===== src/aux_map_pkg.sv =====
// shared constants, types and code decoding for the auxiliary input mapper
`default_nettype none
package aux_map_pkg;

  localparam int NUM_INPUTS    = 4;
  localparam int CODE_W        = 4;
  localparam int PRESS_W       = 16;
  localparam int SEC_W         = 5;

  // one-second tick, derived from the clock period
  localparam int CLK_PERIOD_NS = 20;
  localparam int TICK_TIME_NS  = 1_000_000_000;
  localparam int TICK_CYCLES   = TICK_TIME_NS / CLK_PERIOD_NS;

  // qualification times in whole seconds
  localparam logic [SEC_W-1:0] ON_SECS            = 5'h01;
  localparam logic [SEC_W-1:0] STD_OFF_SECS       = 5'h01;
  localparam logic [SEC_W-1:0] FLOAT_OFF_SECS     = 5'h1E;
  localparam logic [SEC_W-1:0] LOWP_AUTO_OFF_SECS = 5'h02;

  // input function codes
  localparam logic [CODE_W-1:0] CODE_DISABLED     = 4'h0;
  localparam logic [CODE_W-1:0] CODE_FLOAT_NO     = 4'h1;
  localparam logic [CODE_W-1:0] CODE_FLOAT_NC     = 4'h2;
  localparam logic [CODE_W-1:0] CODE_AUX_NO       = 4'h3;
  localparam logic [CODE_W-1:0] CODE_AUX_NC       = 4'h4;
  localparam logic [CODE_W-1:0] CODE_DIS_NO       = 4'h5;
  localparam logic [CODE_W-1:0] CODE_DIS_NC       = 4'h6;
  localparam logic [CODE_W-1:0] CODE_DIS_RST_NO   = 4'h7;
  localparam logic [CODE_W-1:0] CODE_DIS_RST_NC   = 4'h8;
  localparam logic [CODE_W-1:0] CODE_RST_NO       = 4'h9;
  localparam logic [CODE_W-1:0] CODE_LOWP_AUTO_NO = 4'hA;
  localparam logic [CODE_W-1:0] CODE_LOWP_AUTO_NC = 4'hB;
  localparam logic [CODE_W-1:0] CODE_LOWP_MAN_NO  = 4'hC;
  localparam logic [CODE_W-1:0] CODE_LOWP_MAN_NC  = 4'hD;

  typedef struct packed {
    logic active_high;
    logic float_f;
    logic aux_f;
    logic disable_f;
    logic reset_f;
    logic lowp_f;
    logic lowp_manual;
  } func_decode_t;

  typedef struct packed {
    logic water_lack;
    logic motor_disabled;
    logic low_intake;
    logic aux_setpoint;
    logic fault_reset;
    logic system_block;
  } status_t;

  typedef enum logic {
    Q_OFF = 1'b0,
    Q_ON  = 1'b1
  } qual_state_t;

  function automatic func_decode_t decode_code(
      input logic [CODE_W-1:0] code);
    func_decode_t d;
    d = '0;
    case (code)
      CODE_FLOAT_NO: begin
        d.active_high = 1'h1;
        d.float_f     = 1'h1;
      end
      CODE_FLOAT_NC: d.float_f = 1'h1;
      CODE_AUX_NO: begin
        d.active_high = 1'h1;
        d.aux_f       = 1'h1;
      end
      CODE_AUX_NC: d.aux_f = 1'h1;
      CODE_DIS_NO: begin
        d.active_high = 1'h1;
        d.disable_f   = 1'h1;
      end
      CODE_DIS_NC: d.disable_f = 1'h1;
      CODE_DIS_RST_NO: begin
        d.active_high = 1'h1;
        d.disable_f   = 1'h1;
        d.reset_f     = 1'h1;
      end
      CODE_DIS_RST_NC: begin
        d.disable_f   = 1'h1;
        d.reset_f     = 1'h1;
      end
      CODE_RST_NO: begin
        d.active_high = 1'h1;
        d.reset_f     = 1'h1;
      end
      CODE_LOWP_AUTO_NO: begin
        d.active_high = 1'h1;
        d.lowp_f      = 1'h1;
      end
      CODE_LOWP_AUTO_NC: d.lowp_f = 1'h1;
      CODE_LOWP_MAN_NO: begin
        d.active_high = 1'h1;
        d.lowp_f      = 1'h1;
        d.lowp_manual = 1'h1;
      end
      CODE_LOWP_MAN_NC: begin
        d.lowp_f      = 1'h1;
        d.lowp_manual = 1'h1;
      end
      default: d = '0;
    endcase
    return d;
  endfunction : decode_code

endpackage : aux_map_pkg
`default_nettype wire


===== src/sec_tick_gen.sv =====
// one-second enable pulse divided down from the reference clock
`default_nettype none
module sec_tick_gen #(
  parameter int TICK_CYCLES = 50_000_000
) (
  input  wire logic clk_in,
  input  wire logic rst_b_in,
  output logic      tick_out
);

  localparam int CW = $clog2(TICK_CYCLES);
  localparam logic [CW-1:0] LAST = CW'(TICK_CYCLES - 1);

  logic [CW-1:0] cnt_reg;
  logic [CW-1:0] cnt_next;
  logic          tick_reg;
  logic          tick_next;

  always_comb begin
    cnt_next  = cnt_reg + 1'b1;
    tick_next = 1'b0;
    if (cnt_reg == LAST) begin
      cnt_next  = '0;
      tick_next = 1'b1;
    end
  end

  always_ff @(posedge clk_in) begin
    if (!rst_b_in) begin
      cnt_reg  <= '0;
      tick_reg <= 1'b0;
    end else begin
      cnt_reg  <= cnt_next;
      tick_reg <= tick_next;
    end
  end

  assign tick_out = tick_reg;

  tick_single_a: assert property (
    @(posedge clk_in) disable iff (!rst_b_in)
    tick_reg |=> !tick_reg)
    else $error("second tick lasted more than one cycle");

endmodule : sec_tick_gen
`default_nettype wire


===== src/sec_qualifier.sv =====
// holds a level until it has stood opposite for whole seconds
`default_nettype none
module sec_qualifier
  import aux_map_pkg::*;
(
  input  wire logic             clk_in,
  input  wire logic             rst_b_in,
  input  wire logic             tick_in,
  input  wire logic             clear_in,
  input  wire logic             level_in,
  input  wire logic [SEC_W-1:0] on_secs_in,
  input  wire logic [SEC_W-1:0] off_secs_in,
  output logic                  state_out
);

  qual_state_t      state_reg;
  qual_state_t      state_next;
  logic [SEC_W-1:0] cnt_reg;
  logic [SEC_W-1:0] cnt_next;
  logic [SEC_W-1:0] limit;

  // the first tick seen may come early, so one extra tick is needed
  // to be sure that the full time has passed
  always_comb begin
    state_next = state_reg;
    cnt_next   = cnt_reg;
    limit      = (state_reg == Q_ON) ? off_secs_in : on_secs_in;
    case (state_reg)
      Q_OFF, Q_ON: begin
        if (clear_in) begin
          state_next = Q_OFF;
          cnt_next   = '0;
        end else if (level_in == (state_reg == Q_ON)) begin
          cnt_next = '0;
        end else if (tick_in) begin
          if (cnt_reg >= limit) begin
            state_next = (state_reg == Q_ON) ? Q_OFF : Q_ON;
            cnt_next   = '0;
          end else begin
            cnt_next = cnt_reg + 1'b1;
          end
        end
      end
      default: begin
        state_next = Q_OFF;
        cnt_next   = '0;
      end
    endcase
  end

  always_ff @(posedge clk_in) begin
    if (!rst_b_in) begin
      state_reg <= Q_OFF;
      cnt_reg   <= '0;
    end else begin
      state_reg <= state_next;
      cnt_reg   <= cnt_next;
    end
  end

  assign state_out = (state_reg == Q_ON);

  qual_rise_a: assert property (
    @(posedge clk_in) disable iff (!rst_b_in)
    $rose(state_reg == Q_ON) |->
      $past(tick_in && level_in && !clear_in && cnt_reg >= on_secs_in))
    else $error("qualified on before the hold time");

  qual_fall_a: assert property (
    @(posedge clk_in) disable iff (!rst_b_in)
    $fell(state_reg == Q_ON) && !$past(clear_in) |->
      $past(tick_in && !level_in && cnt_reg >= off_secs_in))
    else $error("qualified off before the release time");

  qual_restart_a: assert property (
    @(posedge clk_in) disable iff (!rst_b_in)
    (level_in == (state_reg == Q_ON)) |=> cnt_reg == '0)
    else $error("hold count not restarted by a level change");

endmodule : sec_qualifier
`default_nettype wire


===== src/aux_input_function_mapper.sv =====
// maps four auxiliary inputs to their configured pump functions
`default_nettype none
module aux_input_function_mapper
  import aux_map_pkg::*;
#(
  parameter int ONE_SEC_CYCLES = TICK_CYCLES
) (
  input  wire logic                              REF_CLK_IN,
  input  wire logic                              RST_B_IN,
  input  wire logic [NUM_INPUTS-1:0]             AUX_INPUT_N_IN,
  input  wire logic [NUM_INPUTS-1:0][CODE_W-1:0] INPUT_FUNCTION_CODE_IN,
  input  wire logic [NUM_INPUTS-1:0][PRESS_W-1:0] AUX_SETPOINT_PRESSURE_IN,
  input  wire logic [PRESS_W-1:0]                MAIN_SETPOINT_PRESSURE_IN,
  input  wire logic                              MANUAL_RESET_IN,
  output logic      [PRESS_W-1:0]                ACTIVE_SETPOINT_OUT,
  output logic      [NUM_INPUTS-1:0]             AUX_SETPOINT_SEL_OUT,
  output logic                                   AUX_SETPOINT_INDICATOR_OUT,
  output logic                                   WATER_LACK_INDICATOR_OUT,
  output logic                                   MOTOR_DISABLED_INDICATOR_OUT,
  output logic                               LOW_INTAKE_PRESSURE_INDICATOR_OUT,
  output logic                                   FAULT_RESET_OUT,
  output logic                                   SYSTEM_BLOCK_OUT
);

  // a long float release keeps a splashing float from cycling the pumps
  function automatic logic [SEC_W-1:0] off_secs_for(input func_decode_t d);
    if (d.float_f) begin
      return FLOAT_OFF_SECS;
    end
    if (d.lowp_f && !d.lowp_manual) begin
      return LOWP_AUTO_OFF_SECS;
    end
    return STD_OFF_SECS;
  endfunction : off_secs_for

  logic                          tick;
  func_decode_t                  dec     [NUM_INPUTS];
  logic [SEC_W-1:0]              off_s   [NUM_INPUTS];
  logic [NUM_INPUTS-1:0]         level;
  logic [NUM_INPUTS-1:0]         clear;
  logic [NUM_INPUTS-1:0]         q_on;
  logic [NUM_INPUTS-1:0]         float_m;
  logic [NUM_INPUTS-1:0]         aux_m;
  logic [NUM_INPUTS-1:0]         dis_m;
  logic [NUM_INPUTS-1:0]         rst_m;
  logic [NUM_INPUTS-1:0]         lowp_m;
  logic [NUM_INPUTS-1:0]         manual_m;

  logic [NUM_INPUTS-1:0][CODE_W-1:0] code_reg;
  logic [NUM_INPUTS-1:0][CODE_W-1:0] code_next;
  logic [NUM_INPUTS-1:0]         qprev_reg;
  logic [NUM_INPUTS-1:0]         qprev_next;
  logic [NUM_INPUTS-1:0]         lowp_reg;
  logic [NUM_INPUTS-1:0]         lowp_next;
  logic [PRESS_W-1:0]            setpoint_reg;
  logic [PRESS_W-1:0]            setpoint_next;
  logic [NUM_INPUTS-1:0]         sel_reg;
  logic [NUM_INPUTS-1:0]         sel_next;
  status_t                       status_reg;
  status_t                       status_next;
  logic                          fault_reset;
  logic                          found;

  sec_tick_gen #(
    .TICK_CYCLES (ONE_SEC_CYCLES)
  ) u_tick (
    .clk_in   (REF_CLK_IN),
    .rst_b_in (RST_B_IN),
    .tick_out (tick)
  );

  for (genvar i = 0; i < NUM_INPUTS; i++) begin : g_in
    assign dec[i]      = decode_code(INPUT_FUNCTION_CODE_IN[i]);
    assign off_s[i]    = off_secs_for(dec[i]);
    assign float_m[i]  = dec[i].float_f;
    assign aux_m[i]    = dec[i].aux_f;
    assign dis_m[i]    = dec[i].disable_f;
    assign rst_m[i]    = dec[i].reset_f;
    assign lowp_m[i]   = dec[i].lowp_f;
    assign manual_m[i] = dec[i].lowp_manual;
    // closed-contact codes see an absent signal as the asserted state
    assign level[i] = (dec[i].active_high ? AUX_INPUT_N_IN[i]
                                          : ~AUX_INPUT_N_IN[i]) &
                      (INPUT_FUNCTION_CODE_IN[i] != CODE_DISABLED);
    // a new code starts from a clean state so no stale function lingers
    assign clear[i] = (INPUT_FUNCTION_CODE_IN[i] != code_reg[i]) ||
                      (INPUT_FUNCTION_CODE_IN[i] == CODE_DISABLED);

    sec_qualifier u_qual (
      .clk_in      (REF_CLK_IN),
      .rst_b_in    (RST_B_IN),
      .tick_in     (tick),
      .clear_in    (clear[i]),
      .level_in    (level[i]),
      .on_secs_in  (ON_SECS),
      .off_secs_in (off_s[i]),
      .state_out   (q_on[i])
    );

    input_off_a: assert property (
      @(posedge REF_CLK_IN) disable iff (!RST_B_IN)
      INPUT_FUNCTION_CODE_IN[i] == CODE_DISABLED &&
        $past(INPUT_FUNCTION_CODE_IN[i]) == CODE_DISABLED |->
        !q_on[i] && !lowp_reg[i])
      else $error("disabled input still acting");

    aux_lowest_a: assert property (
      @(posedge REF_CLK_IN) disable iff (!RST_B_IN)
      (aux_m[i] && q_on[i]) |=>
        ACTIVE_SETPOINT_OUT <= $past(AUX_SETPOINT_PRESSURE_IN[i]))
      else $error("setpoint above an active auxiliary pressure");

    lowp_manual_hold_a: assert property (
      @(posedge REF_CLK_IN) disable iff (!RST_B_IN)
      lowp_reg[i] && manual_m[i] && !clear[i] &&
        !(fault_reset && !level[i]) |=> lowp_reg[i])
      else $error("manual low pressure block cleared without reset");

    lowp_entry_a: assert property (
      @(posedge REF_CLK_IN) disable iff (!RST_B_IN)
      $rose(lowp_reg[i]) |-> $past(lowp_m[i] && q_on[i] && !qprev_reg[i]))
      else $error("low pressure block set without a qualified edge");

    lowp_auto_clear_a: assert property (
      @(posedge REF_CLK_IN) disable iff (!RST_B_IN)
      lowp_reg[i] && lowp_m[i] && !manual_m[i] && !q_on[i] |=> !lowp_reg[i])
      else $error("automatic low pressure block not cleared");

    float_code_a: assert property (
      @(posedge REF_CLK_IN) disable iff (!RST_B_IN)
      float_m[i] && q_on[i] |=> WATER_LACK_INDICATOR_OUT)
      else $error("qualified float input without water lack");

    motor_code_a: assert property (
      @(posedge REF_CLK_IN) disable iff (!RST_B_IN)
      dis_m[i] && q_on[i] |=>
        MOTOR_DISABLED_INDICATOR_OUT && SYSTEM_BLOCK_OUT)
      else $error("qualified disable input without motor stop");

    float_release_a: assert property (
      @(posedge REF_CLK_IN) disable iff (!RST_B_IN)
      float_m[i] |-> off_s[i] == FLOAT_OFF_SECS)
      else $error("float input not given the long release time");

    lowp_release_a: assert property (
      @(posedge REF_CLK_IN) disable iff (!RST_B_IN)
      lowp_m[i] && !manual_m[i] |-> off_s[i] == LOWP_AUTO_OFF_SECS)
      else $error("automatic low pressure release time wrong");

    aux_release_a: assert property (
      @(posedge REF_CLK_IN) disable iff (!RST_B_IN)
      aux_m[i] |-> off_s[i] == STD_OFF_SECS)
      else $error("auxiliary setpoint release time wrong");

    code_off_a: assert property (
      @(posedge REF_CLK_IN) disable iff (!RST_B_IN)
      INPUT_FUNCTION_CODE_IN[i] == CODE_DISABLED |=> !q_on[i])
      else $error("disabled input left its filter on");
  end

  // a fault reset is the qualified leading edge of a reset input, or the manual reset input
  assign fault_reset = |(q_on & ~qprev_reg & rst_m) | MANUAL_RESET_IN;

  always_comb begin
    code_next   = INPUT_FUNCTION_CODE_IN;
    qprev_next  = q_on;
    lowp_next   = lowp_reg;
    for (int i = 0; i < NUM_INPUTS; i++) begin
      // set wins over any clear arriving in the same cycle
      if (lowp_m[i] && q_on[i] && !qprev_reg[i]) begin
        lowp_next[i] = 1'b1;
      end else if (!lowp_m[i] || clear[i]) begin
        lowp_next[i] = 1'b0;
      end else if (!manual_m[i] && !q_on[i]) begin
        lowp_next[i] = 1'b0;
      end else if (fault_reset && !level[i]) begin
        lowp_next[i] = 1'b0;
      end
    end
  end

  always_ff @(posedge REF_CLK_IN) begin
    if (!RST_B_IN) begin
      code_reg  <= '0;
      qprev_reg <= '0;
      lowp_reg  <= '0;
    end else begin
      code_reg  <= code_next;
      qprev_reg <= qprev_next;
      lowp_reg  <= lowp_next;
    end
  end

  always_comb begin
    setpoint_next = MAIN_SETPOINT_PRESSURE_IN;
    sel_next      = '0;
    found         = 1'b0;
    for (int i = 0; i < NUM_INPUTS; i++) begin
      if (aux_m[i] && q_on[i] &&
          (!found || AUX_SETPOINT_PRESSURE_IN[i] < setpoint_next)) begin
        setpoint_next = AUX_SETPOINT_PRESSURE_IN[i];
        sel_next      = '0;
        sel_next[i]   = 1'b1;
        found         = 1'b1;
      end
    end
    status_next                = '0;
    status_next.aux_setpoint   = found;
    status_next.water_lack     = |(q_on & float_m);
    status_next.motor_disabled = |(q_on & dis_m);
    status_next.low_intake     = |lowp_reg;
    status_next.fault_reset    = fault_reset;
    // any of these stops the whole pumping system
    status_next.system_block   = status_next.water_lack |
                                 status_next.motor_disabled |
                                 status_next.low_intake;
  end

  always_ff @(posedge REF_CLK_IN) begin
    if (!RST_B_IN) begin
      setpoint_reg <= '0;
      sel_reg      <= '0;
      status_reg   <= '0;
    end else begin
      setpoint_reg <= setpoint_next;
      sel_reg      <= sel_next;
      status_reg   <= status_next;
    end
  end

  assign ACTIVE_SETPOINT_OUT               = setpoint_reg;
  assign AUX_SETPOINT_SEL_OUT              = sel_reg;
  assign AUX_SETPOINT_INDICATOR_OUT        = status_reg.aux_setpoint;
  assign WATER_LACK_INDICATOR_OUT          = status_reg.water_lack;
  assign MOTOR_DISABLED_INDICATOR_OUT      = status_reg.motor_disabled;
  assign LOW_INTAKE_PRESSURE_INDICATOR_OUT = status_reg.low_intake;
  assign FAULT_RESET_OUT                   = status_reg.fault_reset;
  assign SYSTEM_BLOCK_OUT                  = status_reg.system_block;

  water_or_a: assert property (
    @(posedge REF_CLK_IN) disable iff (!RST_B_IN)
    ##1 WATER_LACK_INDICATOR_OUT == $past(|(q_on & float_m)))
    else $error("water lack indicator not the OR of float inputs");

  float_blocks_a: assert property (
    @(posedge REF_CLK_IN) disable iff (!RST_B_IN)
    WATER_LACK_INDICATOR_OUT |-> SYSTEM_BLOCK_OUT)
    else $error("water lack without system block");

  main_setpoint_a: assert property (
    @(posedge REF_CLK_IN) disable iff (!RST_B_IN)
    !(|(q_on & aux_m)) |=>
      ACTIVE_SETPOINT_OUT == $past(MAIN_SETPOINT_PRESSURE_IN) &&
      !AUX_SETPOINT_INDICATOR_OUT)
    else $error("main setpoint not used with no auxiliary active");

  aux_indicator_a: assert property (
    @(posedge REF_CLK_IN) disable iff (!RST_B_IN)
    |(q_on & aux_m) |=>
      AUX_SETPOINT_INDICATOR_OUT && $onehot(AUX_SETPOINT_SEL_OUT))
    else $error("auxiliary setpoint shown without indicator");

  motor_off_a: assert property (
    @(posedge REF_CLK_IN) disable iff (!RST_B_IN)
    ##1 MOTOR_DISABLED_INDICATOR_OUT == $past(|(q_on & dis_m)))
    else $error("motor disabled indicator wrong");

  reset_pulse_a: assert property (
    @(posedge REF_CLK_IN) disable iff (!RST_B_IN)
    |(q_on & ~qprev_reg & rst_m) |=> FAULT_RESET_OUT)
    else $error("fault reset pulse missing");

  lowp_or_a: assert property (
    @(posedge REF_CLK_IN) disable iff (!RST_B_IN)
    ##1 LOW_INTAKE_PRESSURE_INDICATOR_OUT == $past(|lowp_reg))
    else $error("low intake indicator not the OR of blocks");

  block_or_a: assert property (
    @(posedge REF_CLK_IN) disable iff (!RST_B_IN)
    SYSTEM_BLOCK_OUT == (WATER_LACK_INDICATOR_OUT ||
      MOTOR_DISABLED_INDICATOR_OUT || LOW_INTAKE_PRESSURE_INDICATOR_OUT))
    else $error("system block not the OR of blocking indicators");

  fault_source_a: assert property (
    @(posedge REF_CLK_IN) disable iff (!RST_B_IN)
    FAULT_RESET_OUT |-> $past(fault_reset))
    else $error("fault reset pulse without a source");

endmodule : aux_input_function_mapper
`default_nettype wire


===== config.mk =====
export PLATFORM = sky130hd
export DESIGN_NAME = aux_input_function_mapper
export DESIGN_NICKNAME = d
export VERILOG_FILES = /design/src/aux_map_pkg.sv /design/src/sec_tick_gen.sv /design/src/sec_qualifier.sv /design/src/aux_input_function_mapper.sv
export SDC_FILE = /design/constraint.sdc
export NUM_CORES = 1
export LEC_CHECK = 0
export BUFFER_PORTS_ARGS = -buffer_cell sky130_fd_sc_hd__buf_2
export CAP_MARGIN = 20
export CORE_MARGIN = 8
export CORE_UTILIZATION = 45
export CTS_CLUSTER_SIZE = 8
export DETAILED_ROUTE_END_ITERATION = 7
export HOLD_SLACK_MARGIN = 0.03
export PLACE_DENSITY = 0.66
export SETUP_SLACK_MARGIN = 0.4
export SYNTH_ARGS = -nofsm -noshare
export SYNTH_HDL_FRONTEND = slang
export SYNTH_HIERARCHICAL = 1
export SYNTH_SLANG_ARGS = --single-unit
export TNS_END_PERCENT = 10

===== constraint.sdc =====
create_clock -name REF_CLK_IN -period 9.75 [get_ports REF_CLK_IN]
set_input_delay 1.95 -clock REF_CLK_IN [delete_from_list [all_inputs] [get_ports REF_CLK_IN]]
set_output_delay 1.95 -clock REF_CLK_IN [all_outputs]
set_load 0.05 [all_outputs]

==> results of run 1 <==
[placed cells by master, fill, tap and decap left out, drive strengths merged, types with 28 or more instances in the layout]
| master | count |
|---|---|
| nand4 | 28 |
| dfxtp | 101 |
| o21ai | 52 |
| buf | 146 |
| inv | 51 |
| a21oi | 62 |
| nand2 | 89 |
| xor2 | 35 |
| mux2i | 33 |
| nor2 | 51 |
| ha | 69 |
[cell type report]
type,count,area [um2],share of cell area [%]
clock buffers,11,243,2.71
diodes,1,2.50,0.0279
clock inverters,4,33.8,0.377
multi-input cells,744,5380,60.0
well taps,225,282,3.14
inverters,51,191,2.13
repair buffers,146,817,9.11
flip-flops and latches,101,2020,22.5
[timing repair]
item                                    in CTS  in global routing
endpoints found under the setup margin       0                 20
resized for setup                            0                  6
setup buffers                                0                  5
[worst max-delay path, delay by kind of cell]
| kind | cells | cell delay (ns) |
|---|---|---|
| AOI/OAI and AO/OA | 19 | 3.88 |
| buffers and inverters | 7 | 0.95 |
| and+or+nand+nor | 5 | 0.87 |
| adders and majority gates | 3 | 0.79 |
| muxes | 2 | 0.65 |
[layer usage]
metal  part of all wire [%]  up-vias  wire length (um)
li1                       -     3564                 -
met1                     48     3215              9510
met2                     48      106              9380
met3                    2.5       18               482
met4                    1.3        0               255
met5                      0        -                 0
[where the power goes]
part	internal (mW)	leakage (nW)	switching, mW	total (mW)
Clock	0.181	0.132	0.165	0.346
Combinational	0.0764	2.94	0.107	0.184
Sequential	0.421	0.823	0.00385	0.424
[stage by stage]
stage          worst slack (ns)  std cells  total power [mW]  utilization, %  hold WS, ns
6_report                  0.862       1283             0.954            52.6        0.468
2_1_floorplan             0.979        936             0.560               -        0.426
4_1_cts                   0.432       1277             0.961            52.0        0.484
3_3_place_gp              0.251       1262             0.613            50.4        0.441
3_5_place_dp              0.118       1262             0.616            50.4        0.468
5_1_grt                   0.399       1283              1.00            52.6        0.505
[cells by family after synthesis]
family / count (synthesis)
AND/OR/NAND/NOR: 323
AO/OA/AOI/OAI: 220
flip-flops: 101
buffers and inverters: 91
adder cells (fa/ha/maj): 69
XOR/XNOR: 59
multiplexers: 53
other: 2
[worst min path at each step]
| stage | startpoint | end | slack, ns | depth (start not counted) |
|---|---|---|---|---|
| 3_3_place_gp | u_tick/cnt_reg[0] | u_tick/cnt_reg[0] | 0.44 | 1 |
| 3_5_place_dp | u_tick/cnt_reg[0] | u_tick/cnt_reg[0] | 0.47 | 1 |
| 4_1_cts | u_tick/cnt_reg[0] | u_tick/cnt_reg[0] | 0.48 | 1 |
| 2_1_floorplan | u_tick/cnt_reg[0] | u_tick/cnt_reg[0] | 0.43 | 1 |
| 6_report | u_tick/cnt_reg[0] | u_tick/cnt_reg[0] | 0.47 | 1 |
| 5_1_grt | u_tick/cnt_reg[0] | u_tick/cnt_reg[0] | 0.50 | 1 |
==> impl_results.md, run 1 <==
- Outcome: finished clean
- Slew Viols, Final: 0
- First-pass GRT wire length: 32.9 mm
- Final Cycle Share: 91.2%
- R2R depth: 35
- Post-synth top cells: 101 x dfxtp_1, 88 x nand2_1, 69 x ha_1
- Main combinational cell family by area after synthesis: simple AND/OR/NAND/NOR gates
- Mapped Cells: 918
- M1 GR Usage: between 20% and 30%
- Core area: 0.0171 mm2
- Post-DR wirelength/cell: 15.3 um
- Worst-path clk slew: ~0.070 ns
- Worst-Skew Late Latency: 0.35 ns
- P&R area growth vs syn: 15.9%
- ANT nets after route: 0
- R2r endpoint: ACTIVE_SETPOINT_OUT[3]
- Die Ht: around 150 um
- Synth Warn #: 6
- Post-Synthesis Cell Area: between 0.007 and 0.008 mm2
- Post-synthesis mux area share: 7.52%
- Most frequent cell after synthesis: dfxtp_1
- Setup TNS: 0 ns
- CTS tree: done
- Post-synthesis sequential area ratio: a little over a quarter
- Gr busiest metal: met2
- Endpoint class of the critical path: flop
- Synth top area share: 26.1%
- Final Hold Viols: 0
- CTS root buf: clkbuf_16
- GRT Total Usage: 18.2%
- Pwr per Cell Area: 106 mW/mm2
- Top cells by area, synth: dfxtp_1 26%, ha_1 11%, mux2i_1 4.3%
- CP Launch Type: primary input
- Synth Area in Adders: 11.2%
- Iter 0 DRT Violations: 337
- Clk sinks: around 100
- Setup Viol. Count Final: 0
- Largest net degree at the start of global routing: 42
- Number of global-route vias before repair: between 6000 and 7000
- Met2 usage: between 30% and 40%
- Clock buffers created by TritonCTS: 9
- Yosys top cell by area: dfxtp_1
- Final instance area: between 0.008 and 0.009 mm2
- FFs w/ async S/R, synth: 0%
- Share of layout cells above drive strength 1: 20.4%
- Worst slew pin tran: 1.08 ns
- Leakage: 3.90 nW
- Fillers: 1658
- Reg2reg setup slack: 1.96 ns
- Final Skew: 0.00611 ns
- Min Tclk post-route: 8.89 ns
- Clock tree buffer depth: 2
- Vias/cell: roughly 5.4
- CTS Hold Bufs: 0
- DRT Wirelength: 19.6 mm
- IO Count: ~130
- IO buf count: 128
- Largest stage delay, worst path: 0.60 ns
- Maximum achievable frequency: 113 MHz
- # DRC: 0
- Synth Area in Simple Gates: 22.0%
- Antenna violations before repair: 1
- Max FO, Critical Path: 20
- Most common cell on crit path: a21o_1
- Critical path required time: 9.99 ns
- H-tree depth: 3
- Vias: 6903
- Die Span X: around 150 um
- Overflow after GRT: 0
- Synth Area in Compound Gates: between 20% and 30%
- Hold Crit Class: flop to flop
- FP Rows: 48
- Net count reported at finish: 1225
- Placed Instance Area: 0.00860 mm2
- Post-synth cell types: 84
- CP max-delay cell: o41a_2
- Synthesized area per cell: 8.43 um2
- Max reg flops: 26
- CP Class: primary input to flop
- Worst VDD drop: 0.0000865 V
- Die ar.: 0.0216 mm2
- XOR/XNOR Fraction of Synth Area: about 6.7%
- RR Startpoint: g_in[0].u_qual/state_out
- RSZ-0062 raised after global routing: false
- Critical path origin: INPUT_FUNCTION_CODE_IN[1]
- Detailed Routing Iterations Pass 1: 5
- Initial Utilization: 45.4%
- Final HPWL DP: 15.2 mm
- Met3 Use GR: 2.40%
- Worst setup path endpoint: ACTIVE_SETPOINT_OUT[3]
- Post-synth top flop: dfxtp_1
- Worst EP arrival: 9.13 ns
- Post-synth EDFFs: 0
- Maxcap violations: 0
- Placer congestion estimate: 0.899
- #FFs+latches synth: around 100
- Slew headroom: 27.8%
Power figures use the tool's default switching activity.
==> inputs of run 2 (changes only) <==
Settings changed: RECOVER_POWER set to 100.
==> impl_results.md, run 2 (synthesis gave the netlist of run 1 again) <==
- Setup ws final: 0.782 ns (-0.0798 ns)
- Worst EP arrival: 9.25 ns (+0.12 ns)
- Hold-critical path depth: 1 (unchanged)
- CTS tree: done
- Vias/cell: 5.39 (+0.20%)
- Worst hold endpoint: u_tick/cnt_reg[0]
- Overflow after GRT: 0 (unchanged)
- # DRC: 0 (unchanged)
- CTS root buf: clkbuf_16
- Worst VDD drop: 0.0000862 V (-0.37%)
- Final Skew: 0.00767 ns (+0.00156 ns)
- Clock tree buffer depth: 2 (unchanged)
- Worst-path clk slew: 0.07 ns (about the same)
- Slew headroom: -20.6% (-48 points)
- Failing checks: max-capacitance violations, max-slew violations
- RR Startpoint: g_in[0].u_qual/state_out
- Detailed Routing Iterations Pass 1: 4 (-1)
- Endpoint class of the critical path: flop
- GRT Total Usage: 18.2% (unchanged)
- Min-delay src: u_tick/cnt_reg[0]
- Clk sinks: 101 (unchanged)
- Die ar.: 0.0216 mm2 (unchanged)
- Placed cells: 1262 (unchanged)
- Number of global-route vias before repair: 6845 (unchanged)
- Setup Viol. Count Final: 0 (unchanged)
- Largest stage delay, worst path: 0.60 ns (about the same)
- Outcome: finished, violations left
- Most frequent cells in the layout: 101 x dfxtp_1, 98 x buf_2, 88 x nand2_1
- First-pass GRT wire length: 32.9 mm (unchanged)
- Clock buffers created by TritonCTS: 9 (unchanged)
- Worst slew pin tran: 1.81 ns (+0.727 ns)
- Pre-CTS WS: 0.118 ns (unchanged)
- Max reg flops: 26 (unchanged)
- Placed Instance Area: 0.00860 mm2 (unchanged)
- Placer congestion estimate: 0.899 (unchanged)
- Reg2reg setup slack: 1.91 ns (-0.05 ns)
- Critical path required time: 10.03 ns (+0.04 ns)
- DRT Wirelength: 19.6 mm (about the same)
- IO Count: 129 (unchanged)
- CP Launch Type: primary input
- Hold Crit Class: flop to flop
- Final HPWL DP: 15.2 mm (unchanged)
- Final instance count without filler cells: 1283 (unchanged)
- CP Class: primary input to flop
- Final Hold Viols: 0 (unchanged)
- Min Tclk post-route: 8.97 ns (+0.0798 ns)
- ANT nets after route: 0 (unchanged)
- Final instance area: 0.00882 mm2 (-1.7%)
- Vias: 6917 (+0.20%)
- Initial Utilization: 45.4% (unchanged)
- Fillers: 1683 (+1.5%)
- R2r endpoint: ACTIVE_SETPOINT_OUT[12]
- Maximum achievable frequency: 112 MHz (-0.89%)
- Die Ht: 147 um (unchanged)
- Die Span X: 147 um (unchanged)
- R2R depth: 34 (-2.9%)
- P&R area growth vs syn: 14.0%
- Share of layout cells above drive strength 1: 16.5% (-4.0 points)
- Pwr per Cell Area: 108 mW/mm2 (+1.1%)
- Largest net degree at the start of global routing: 42 (unchanged)
- Commonest non-fill, non-tap cell in the layout: dfxtp_1
- CP max-delay cell: o41a_1
- RSZ-0062 raised after global routing: false
- Final Cycle Share: 92.0% (+0.82 points)
- IO buf count: 128 (unchanged)
- Maxcap violations: 1 (+1)
- Net count reported at finish: 1225 (unchanged)
- Worst-Skew Late Latency: 0.35 ns (about the same)
- H-tree depth: 3 (unchanged)
- FP Rows: 48 (unchanged)
- Slew Viols, Final: 42 (+42)
- Antenna violations before repair: 1 (unchanged)
- Core area: 0.0171 mm2 (unchanged)
- Post-DR wirelength/cell: 15.3 um (about the same)
- CTS Hold Bufs: 0 (unchanged)
- Max FO, Critical Path: 20 (unchanged)
- Leakage: 3.73 nW (-4.1%)
- Iter 0 DRT Violations: 371 (+10%)
- Setup TNS: 0 ns (unchanged)
[run 2: critical path, delay by kind of cell]
kind            cells  cell delay [ns]
compound gates     17             3.64
mux                 2             0.68
simple gates        6             1.00
buf+inv             7             1.03
fa+ha+maj           3             0.92
[run 2: cell type report]
cell class                      instances  area [um2]  area share (%)
Multi-Input combinational cell        744        5270            59.8
Sequential cell                       101        2020            22.9
Timing Repair Buffer                  146         772            8.76
Tap cell                              225         282            3.19
Clock buffer                           11         243            2.75
Inverter                               51         191            2.17
Clock inverter                          4        33.8           0.383
Antenna cell                            1        2.50          0.0284
[run 2: how the worst max path moves through the flow]
stage                                   start                       to  slack, ns
floorplan           INPUT_FUNCTION_CODE_IN[1]   ACTIVE_SETPOINT_OUT[7]       0.98
global placement    INPUT_FUNCTION_CODE_IN[1]   ACTIVE_SETPOINT_OUT[8]       0.25
detailed placement  INPUT_FUNCTION_CODE_IN[1]  ACTIVE_SETPOINT_OUT[10]       0.12
CTS                 INPUT_FUNCTION_CODE_IN[1]   ACTIVE_SETPOINT_OUT[3]       0.43
global route        INPUT_FUNCTION_CODE_IN[1]  ACTIVE_SETPOINT_OUT[10]       0.24
finish              INPUT_FUNCTION_CODE_IN[1]  ACTIVE_SETPOINT_OUT[12]       0.78
[run 2: what timing repair did]
action                     in CTS  in global routing
setup endpoints to repair       0                 20
resized for setup               0                  6
hold endpoints to repair        0                  0
buffers inserted                0                  5
[run 2: where the power goes]
group	leakage, nW	total [mW]	switching, mW	internal, mW
Combinational	2.78	0.179	0.106	0.0730
Clock	0.132	0.345	0.164	0.181
Sequential	0.823	0.425	0.00394	0.421
[run 2: per-stage QoR]
step | power, mW | hold WS, ns | util (%)
CTS | 0.961 | 0.484 | 52.0
floorplan | 0.560 | 0.426 | -
global placement | 0.613 | 0.441 | 50.4
global route | 0.999 | 0.505 | 51.7
detailed placement | 0.616 | 0.468 | 50.4
finish | 0.948 | 0.468 | 51.7
[run 2: layer usage]
| metal | GRT usage, % | part of all wire (%) | up-vias |
|---|---|---|---|
| li1 | - | - | 3562 |
| met1 | 23.6 | 48 | 3204 |
| met2 | 30.6 | 48 | 133 |
| met3 | 2.40 | 3.3 | 18 |
| met4 | 5.56 | 1.3 | 0 |
| met5 | 0 | 0 | - |
